### src/core/io_space_pkg.sv
// io_space_pkg: shared constants and carrier types for the i/o space address decoder.
// assumes one cpu-side requester issuing one access at a time on sys_clk.
package io_space_pkg;

  localparam int unsigned DATA_W      = 8;          // i/o register width
  localparam int unsigned ADDR_W      = 16;         // cpu data-space address width
  localparam int unsigned GPR_COUNT   = 32;         // working registers below the i/o space
  localparam int unsigned IO_COUNT    = 64;         // locations in the in/out opcode field
  localparam int unsigned IO_FIELD_W  = 6;          // bits of that field
  localparam logic [ADDR_W-1:0] IO_LAST      = 16'h003f; // last in/out address
  localparam logic [ADDR_W-1:0] IO_BIT_LAST  = 16'h001f; // last bit-accessible address
  localparam logic [ADDR_W-1:0] IO_DATA_OFS  = 16'h0020; // i/o address to data address
  localparam logic [ADDR_W-1:0] EXT_FIRST    = 16'h0060; // extended i/o, load/store only
  localparam logic [ADDR_W-1:0] EXT_LAST     = 16'h01ff;
  localparam int unsigned MEM_DEPTH   = 480;        // 0x20..0x1ff held in storage
  localparam int unsigned MEM_AW      = 9;
  localparam logic [ADDR_W-1:0] FLAG_IO_ADDR = 16'h0016; // status flag register, i/o address
  localparam logic [DATA_W-1:0] FLAG_RESET   = 8'h00;
  localparam logic [DATA_W-1:0] BYTE_ZERO    = 8'h00;
  localparam logic [DATA_W-1:0] BIT0_MASK    = 8'h01;

  // instruction classes seen by the decoder; the direct and offset forms of a
  // memory access arrive as the same class since only the final address matters
  typedef enum logic [2:0] {
    IO_IN_OP,
    IO_OUT_OP,
    MEMORY_READ_OP,
    MEMORY_WRITE_OP,
    SET_IO_BIT_OP,
    CLEAR_IO_BIT_OP,
    SKIP_IF_IO_BIT_SET,
    SKIP_IF_IO_BIT_CLEAR
  } ioOp_t;

  typedef struct packed {
    logic              valid;
    ioOp_t             op;
    logic [ADDR_W-1:0] addr;    // i/o address for i/o classes, data address otherwise
    logic [2:0]        bitSel;
    logic [DATA_W-1:0] wdata;
  } ioReq_t;

  typedef struct packed {
    logic              valid;
    logic [DATA_W-1:0] data;
    logic              skip;
    logic              err;
  } ioRsp_t;

endpackage : io_space_pkg

### src/core/io_reg_mem.sv
// io_reg_mem: byte storage for the i/o and extended i/o locations.
// assumes one write and one read port on the same clock; read data registered.
`timescale 1ns/1ps
`default_nettype none
module io_reg_mem #(
  parameter int unsigned DW    = 8,
  parameter int unsigned DEPTH = 480,
  parameter int unsigned AW    = 9
) (
  input  wire logic          sys_clk,
  input  wire logic          we,
  input  wire logic [AW-1:0] waddr,
  input  wire logic [DW-1:0] wdata,
  input  wire logic [AW-1:0] raddr,
  output logic      [DW-1:0] rdata_q
);

  logic [DW-1:0] store [DEPTH];

  // no reset on the array: contents are undefined until software writes them
  always_ff @(posedge sys_clk) begin
    if (we) begin
      store[waddr] <= wdata;
    end
  end

  // registered read keeps the array inferable as block memory
  always_ff @(posedge sys_clk) begin
    rdata_q <= store[raddr];
  end

endmodule : io_reg_mem
`default_nettype wire

### src/core/io_space_address_decoder.sv
// io_space_address_decoder: decodes cpu i/o-space accesses onto register storage
// and one hardware status flag register.
// assumes the cpu holds req until reqReady and ignores rsp outside rsp.valid.
`timescale 1ns/1ps
`default_nettype none

module io_space_address_decoder
  import io_space_pkg::*;
#(
  parameter logic [ADDR_W-1:0] FLAG_ADDR = FLAG_IO_ADDR
) (
  input  wire logic              sys_clk,
  input  wire logic              rst_n,
  input  wire ioReq_t            req,
  output logic                   reqReady,
  output ioRsp_t                 rsp,
  input  wire logic [DATA_W-1:0] flagSetHw,
  output logic      [DATA_W-1:0] flagState
);

  typedef enum logic {S_IDLE, S_EXEC} state_t;

  state_t            state_q;
  ioOp_t             op_q;
  logic [2:0]        bit_q;
  logic [DATA_W-1:0] wdata_q;
  logic              err_q;
  logic              isFlag_q;
  logic [MEM_AW-1:0] memAddr_q;
  logic [DATA_W-1:0] flags_q;
  ioRsp_t            rsp_q;

  logic              reqFire;
  logic              isIoClass;
  logic              isBitClass;
  logic              isMemClass;
  logic              decErr;
  logic [ADDR_W-1:0] dataAddr;
  logic [ADDR_W-1:0] memOfs;
  logic [MEM_AW-1:0] memRaddr;
  logic [DATA_W-1:0] memRd;
  logic [DATA_W-1:0] curByte;
  logic              curBit;
  logic [DATA_W-1:0] bitMask;
  logic              isWrite;
  logic              memWe;
  logic [DATA_W-1:0] memWdata;
  logic [DATA_W-1:0] flagClr;

  // one access in flight; the second cycle reads storage and writes back
  assign reqReady = (state_q == S_IDLE);
  assign reqFire  = req.valid && reqReady;

  // request decode
  always_comb begin
    isBitClass = (req.op == SET_IO_BIT_OP) || (req.op == CLEAR_IO_BIT_OP) ||
                 (req.op == SKIP_IF_IO_BIT_SET) || (req.op == SKIP_IF_IO_BIT_CLEAR);
    isIoClass  = (req.op == IO_IN_OP) || (req.op == IO_OUT_OP) || isBitClass;
    isMemClass = (req.op == MEMORY_READ_OP) || (req.op == MEMORY_WRITE_OP);
    dataAddr   = isIoClass ? (req.addr + IO_DATA_OFS) : req.addr;
    decErr     = 1'b0;
    if (isBitClass && (req.addr > IO_BIT_LAST)) begin
      decErr = 1'b1;
    end
    // in/out reach only the 64-entry field, never the extended region
    if (isIoClass && (req.addr > IO_LAST)) begin
      decErr = 1'b1;
    end
    // below 0x20 is the working register file, not this block
    if (isMemClass && ((req.addr < IO_DATA_OFS) || (req.addr > EXT_LAST))) begin
      decErr = 1'b1;
    end
  end

  assign memOfs   = dataAddr - IO_DATA_OFS;
  assign memRaddr = memOfs[MEM_AW-1:0];

  io_reg_mem #(
    .DW    (DATA_W),
    .DEPTH (MEM_DEPTH),
    .AW    (MEM_AW)
  ) u_mem (
    .sys_clk (sys_clk),
    .we      (memWe),
    .waddr   (memAddr_q),
    .wdata   (memWdata),
    .raddr   (memRaddr),
    .rdata_q (memRd)
  );

  // sequencing
  always_ff @(posedge sys_clk) begin
    if (!rst_n) begin
      state_q <= S_IDLE;
    end else if (reqFire) begin
      state_q <= S_EXEC;
    end else begin
      state_q <= S_IDLE;
    end
  end

  // capture the accepted request for the execute cycle
  always_ff @(posedge sys_clk) begin
    if (!rst_n) begin
      op_q      <= IO_IN_OP;
      bit_q     <= 3'h0;
      wdata_q   <= BYTE_ZERO;
      err_q     <= 1'b0;
      isFlag_q  <= 1'b0;
      memAddr_q <= '0;
    end else if (reqFire) begin
      op_q      <= req.op;
      bit_q     <= req.bitSel;
      wdata_q   <= req.wdata;
      err_q     <= decErr;
      isFlag_q  <= (dataAddr == (FLAG_ADDR + IO_DATA_OFS));
      memAddr_q <= memRaddr;
    end
  end

  // execute-cycle data path
  always_comb begin
    bitMask  = BIT0_MASK << bit_q;
    curByte  = isFlag_q ? flags_q : memRd;
    curBit   = curByte[bit_q];
    isWrite  = (op_q == IO_OUT_OP) || (op_q == MEMORY_WRITE_OP) ||
               (op_q == SET_IO_BIT_OP) || (op_q == CLEAR_IO_BIT_OP);
    memWe    = (state_q == S_EXEC) && !err_q && !isFlag_q && isWrite;
    memWdata = wdata_q;
    flagClr  = BYTE_ZERO;
    unique case (op_q)
      SET_IO_BIT_OP:   memWdata = memRd | bitMask;
      CLEAR_IO_BIT_OP: memWdata = memRd & ~bitMask;
      default:         memWdata = wdata_q;
    endcase
    // a bit set on a flag writes one to that bit only; a bit clear writes zero,
    // so neighbouring flags survive either instruction
    if ((state_q == S_EXEC) && !err_q && isFlag_q) begin
      unique case (op_q)
        IO_OUT_OP, MEMORY_WRITE_OP: flagClr = wdata_q;
        SET_IO_BIT_OP:              flagClr = bitMask;
        default:                    flagClr = BYTE_ZERO;
      endcase
    end
  end

  // status flags: hardware set wins over a same-cycle write-one clear
  always_ff @(posedge sys_clk) begin
    if (!rst_n) begin
      flags_q <= FLAG_RESET;
    end else begin
      flags_q <= (flags_q & ~flagClr) | flagSetHw;
    end
  end

  assign flagState = flags_q;

  // response, one cycle after execute
  always_ff @(posedge sys_clk) begin
    if (!rst_n) begin
      rsp_q <= '0;
    end else begin
      rsp_q.valid <= (state_q == S_EXEC);
      rsp_q.err   <= (state_q == S_EXEC) && err_q;
      rsp_q.data  <= BYTE_ZERO;
      rsp_q.skip  <= 1'b0;
      if ((state_q == S_EXEC) && !err_q) begin
        if ((op_q == IO_IN_OP) || (op_q == MEMORY_READ_OP)) begin
          rsp_q.data <= curByte;
        end
        if (op_q == SKIP_IF_IO_BIT_SET) begin
          rsp_q.skip <= curBit;
        end
        if (op_q == SKIP_IF_IO_BIT_CLEAR) begin
          rsp_q.skip <= !curBit;
        end
      end
    end
  end

  assign rsp = rsp_q;

  // checks
  property p_rsp_latency;
    @(posedge sys_clk) disable iff (!rst_n)
    reqFire |=> !reqReady ##1 (rsp.valid && reqReady);
  endproperty
  a_rsp_latency: assert property (p_rsp_latency)
    else $error("answer not two cycles after accept");

  property p_io_offset;
    @(posedge sys_clk) disable iff (!rst_n)
    (reqFire && (req.op == IO_IN_OP) && !decErr) |-> (memRaddr == req.addr[MEM_AW-1:0]);
  endproperty
  a_io_offset: assert property (p_io_offset) else $error("i/o to data offset wrong");

  property p_bit_range;
    @(posedge sys_clk) disable iff (!rst_n)
    (reqFire && isBitClass && (req.addr > IO_BIT_LAST)) |-> ##2 (rsp.valid && rsp.err);
  endproperty
  a_bit_range: assert property (p_bit_range)
    else $error("bit access above 0x1f accepted");

  property p_io_field;
    @(posedge sys_clk) disable iff (!rst_n)
    (reqFire && (req.op == IO_OUT_OP) && (req.addr > IO_LAST)) |-> ##1 !memWe ##1 rsp.err;
  endproperty
  a_io_field: assert property (p_io_field) else $error("out beyond 64 locations wrote");

  property p_ext_region;
    @(posedge sys_clk) disable iff (!rst_n)
    (reqFire && isIoClass && !decErr) |-> (dataAddr < EXT_FIRST);
  endproperty
  a_ext_region: assert property (p_ext_region)
    else $error("i/o class reached extended region");

  property p_w1c;
    @(posedge sys_clk) disable iff (!rst_n)
    ((state_q == S_EXEC) && isFlag_q && !err_q && (op_q == MEMORY_WRITE_OP) && (flagSetHw == '0))
      |=> (flagState == ($past(flags_q) & ~$past(wdata_q)));
  endproperty
  a_w1c: assert property (p_w1c) else $error("write-one-to-clear misbehaved");

  property p_set_wins;
    @(posedge sys_clk) disable iff (!rst_n)
    (flagSetHw != '0) |=> ((flagState & $past(flagSetHw)) == $past(flagSetHw));
  endproperty
  a_set_wins: assert property (p_set_wins) else $error("hardware flag set lost");

  property p_single_bit;
    @(posedge sys_clk) disable iff (!rst_n)
    (memWe && ((op_q == SET_IO_BIT_OP) || (op_q == CLEAR_IO_BIT_OP)))
      |-> (((memWdata ^ memRd) & ~bitMask) == BYTE_ZERO);
  endproperty
  a_single_bit: assert property (p_single_bit) else $error("bit op changed other bits");

  property p_skip;
    @(posedge sys_clk) disable iff (!rst_n)
    ((state_q == S_EXEC) && !err_q && (op_q == SKIP_IF_IO_BIT_SET))
      |=> (rsp.skip == $past(curBit));
  endproperty
  a_skip: assert property (p_skip) else $error("skip result wrong");

endmodule : io_space_address_decoder
`default_nettype wire

### config.mk
export PLATFORM = sky130hd
export DESIGN_NAME = io_space_address_decoder
export DESIGN_NICKNAME = d
export VERILOG_FILES = /design/src/core/io_space_pkg.sv /design/src/core/io_reg_mem.sv /design/src/core/io_space_address_decoder.sv
export SDC_FILE = /design/constraint.sdc
export NUM_CORES = 2
export LEC_CHECK = 0
export BUFFER_PORTS_ARGS = -buffer_cell sky130_fd_sc_hd__buf_4
export CAP_MARGIN = 15
export CORE_MARGIN = 2
export CORE_UTILIZATION = 30
export DETAILED_ROUTE_END_ITERATION = 8
export HOLD_SLACK_MARGIN = 0.08
export PLACE_DENSITY = 0.51
export SLEW_MARGIN = 10
export SYNTH_ARGS = -nofsm -noshare
export SYNTH_HDL_FRONTEND = slang
export SYNTH_SLANG_ARGS = --single-unit
### constraint.sdc
create_clock -name sys_clk -period 26.5 [get_ports sys_clk]
set_clock_uncertainty 0.05 [all_clocks]
set_input_delay 5.3 -clock sys_clk [delete_from_list [all_inputs] [get_ports sys_clk]]
set_output_delay 5.3 -clock sys_clk [all_outputs]
set_load 0.05 [all_outputs]
==> summary.md <==
| Metric | Value |
|---|---|
| Worst-Skew Late Latency | 0.99 ns |
| Number of global-route vias before repair | 77,190 |
| Final critical-path share of the clock period | between 30 and 40% |
| Critical path class | input port to flop |
| Hold Path Sink | wdata_q[6]$_SDFFE_PN0P_ |
| IO buf count | 60 |
| Seq cells post-synth | 3,893 |
| CTS resizes | 0 |
| Clock sinks | 3,893 |
| Reg area | 116,400 sq um |
| Max H-tree Level | 5 |
| Ys async rst share | 0% |
| RSZ-0062 raised after global routing | false |
| Initial antenna violation count | 42 |
| Area Overhead vs Synth | 14.38% |
| CTS clk-pin slew, worst paths | around 0.06 ns |
| Crit path max fanout | 68 |
| Cell Area, Synth | 152,100 sq um |
| Hold Path Class | flop to flop |
| Post-DR vias/cell | 5.312 |
| Slew Viols, Final | 0 |
| Fin cells | 14,510 |
| CP arrival | 10.97 ns |
| Largest net degree at the start of global routing | slightly above 200 |
| Initial Util | 30.10% |
| Dpl hpwl | 282,100 um |
| Pwr Density | 78.88 nW/um^2 |
| R2r startpoint | bit_q[1]$_SDFFE_PN0P_ |
| Fmax | 0.09794 GHz |
| Placeable Area | 505,200 sq um |
| Die Area | 512,600 sq um |
| First element of the critical path | req[12] |
| Antenna viol nets, final | 0 |
| Crit. End Element | flop |
| Final setup fails | 0 |
| Worst R2R End | u_mem.store[449][6]$_DFFE_PP_ |
| Drt pass-1 iters | 6 |
| Most used DFF post-synth | edfxtp_1 |
| GPL Wtd Cong | 0.8388 |
| Inst Count DP | 13,740 |
| Layout net count | 7,489 |
| Routed len/inst | 32.11 um |
| Cell variety after synth | 84 |
| Area of the multi-input gates | 33,360 sq um |
| Die H | between 700 and 800 um |
| First-pass GRT wire length | between 600,000 and 700,000 um |
| Filler cells | 46,790 |
| Ys Warns | 0 |
| Number of flops mapped to enable cells by yosys | about 3,800 |
| DRT Wirelength | 465,900 um |
| Global Route Usage Sum | 17.72% |
| Share of cells above drive strength 1 | 24.18% |
| R2r setup slk | 21.23 ns |
| Total gr overflow | 0 |
| CTS tree | yes |
| Commonest non-fill, non-tap cells in the layout | edfxtp_1 (3,840), mux4_2 (943), nor2_1 (559), clkbuf_16 (409), nand2_1 (298) |
| Post-CTS setup repair buffer count | 0 |
| HP Start | wdata_q[6]$_SDFFE_PN0P_ |
| Initial DRC count | ~11,000 |
| Total vias in the final route | 77,090 |
| Final Hold Fails | 0 |
| Actual slew at the worst max-slew pin | approximately 1.4 ns |
| Max rail drop VDD | between 70 and 80 uV |
| CTS root buffer | clkbuf_16 |
| Period minus WS final | 10.21 ns |
| WHS Path Cells | 2 |
| Max Buffers Root-to-Sink | 4 |
| Die Wd | 716.0 um |
| IO Count | 61 |
| Placement Setup Slack | 15.36 ns |
| Slew margin rel. | 7.913% |
| Post-Route Setup TNS | 0 ns |
| Syn_area_per_cell | about 21 sq um |
| Outcome | complete, no violations |
| Seq/Total Area, Yosys | 76.52% |
| Worst EP required | about 27 ns |
| Pleak | 0.05372 uW |
| Residual DRC | 0 |
| Final Power | roughly 14,000 uW |
| Synthesized netlist net count | slightly above 7,000 |
| FP Rows | about 260 |
| CTS Buf Count | 406 |
| MaxCap Viol Count | 0 |
| Mapped Cells | 7,221 |
| Commonest non-fill, non-tap cell in the layout | edfxtp_1 |
| CTS Hold Buffers Added | 0 |
| Reg2reg path depth | 9 |
| Final worst setup slack | around 16 ns |
| Crit start category | input port |
-- report_power, final --
group | leakage [uW] | switching, uW | internal, uW
clock network | 0.00655 | 2440 | 3350
logic | 0.0115 | 736 | 251
registers | 0.0357 | 29.3 | 6920
total | 0.0537 | 3210 | 10500
-- Yosys cell counts (23+ instances only) --
master | instances | area [sq um]
o22ai_1 | 55 | 344.1
nor3_1 | 26 | 130.1
mux4_2 | 943 | 21240
o211ai_1 | 27 | 202.7
edfxtp_1 | 3840 | 115300
dfxtp_1 | 53 | 1061
a22o_1 | 23 | 201.4
buf_4 | 113 | 848.3
buf_2 | 79 | 395.4
mux2i_1 | 214 | 2142
nand2_1 | 308 | 1156
a21boi_0 | 23 | 172.7
nand3_1 | 69 | 345.3
clkbuf_1 | 173 | 649.4
o21ai_0 | 59 | 295.3
nor2b_1 | 27 | 168.9
a21oi_1 | 64 | 320.3
nor2_1 | 570 | 2140
buf_6 | 53 | 596.8
a221oi_1 | 57 | 499.2
a22oi_1 | 118 | 885.9
-- layer usage --
layer,track usage (%),vias to the layer above,part of all wire [%],wire [um]
li1,-,30600,-,-
met1,24.22,42050,41,189900
met2,28.20,3753,47,218100
met3,3.767,680,8.9,41440
met4,5.858,14,3.5,16400
met5,0,-,0.020,94
-- sequential cells by signal, indices dropped and copies added (netlist names), 3 cells and up --
name / count
u_mem.store: 3840
rsp: 11
memAddr_q: 9
flagState: 8
u_mem.rdata_q: 8
wdata_q: 8
bit_q: 3
op_q: 3
-- how the worst max path moves through the flow --
stage	to	depth (start not counted)	slack, ns
3_3_place_gp	u_mem.rdata_q[4]$_DFF_P_	9	14.90
4_1_cts	u_mem.rdata_q[2]$_DFF_P_	11	16.40
5_1_grt	u_mem.rdata_q[3]$_DFF_P_	11	16.16
3_5_place_dp	u_mem.rdata_q[2]$_DFF_P_	11	15.36
6_report	u_mem.rdata_q[2]$_DFF_P_	11	16.29
2_1_floorplan	u_mem.store[0][6]$_DFFE_PP_	6	2.84
-- worst max-delay path, cell delays in order --
cell and delay (ns):
buf_8 0.48, buf_4 0.68, buf_4 0.68, buf_4 0.65, mux4_2 0.44, mux2i_1 0.19
o22ai_1 0.15, o2111ai_1 0.34, nand4_1 0.74, a311oi_1 1.04, a2bb2oi_1 0.12
-- area by class of cell --
cell class              instances  area share, %
well taps                    6706          4.824
repair buffers                270          1.307
clock inverters               254          1.622
multi-input cells            2863          19.18
inverters                      12        0.03597
diodes                         16        0.02302
flip-flops and latches       3893          66.90
clock buffers                 498          6.106
-- kinds of logic (layout without fill, tap and decap cells) --
group,count (synthesis),count (layout),synth area share [%]
DFF,3893,3893,76.52
muxes,1187,1187,15.78
and+or+nand+nor,1091,1091,2.995
AOI/OAI and AO/OA,577,577,2.753
buffers and inverters,465,1034,1.899
xor gates and xnor gates,6,6,0.03455
adders and majority gates,2,2,0.01645
other,0,16,0
-- stage by stage --
stage | area, sq um | utilization [%] | hold slack (ns)
after floorplan | 152100 | - | 0.4015
after global placement | 160400 | 31.74 | 0.4242
after detailed placement | 160400 | 31.76 | 0.4495
after CTS | 173900 | 34.42 | 0.4572
after global routing | 173900 | 34.42 | 0.4757
final | 173900 | 34.43 | 0.4585
(Power assumes the default switching activity.)
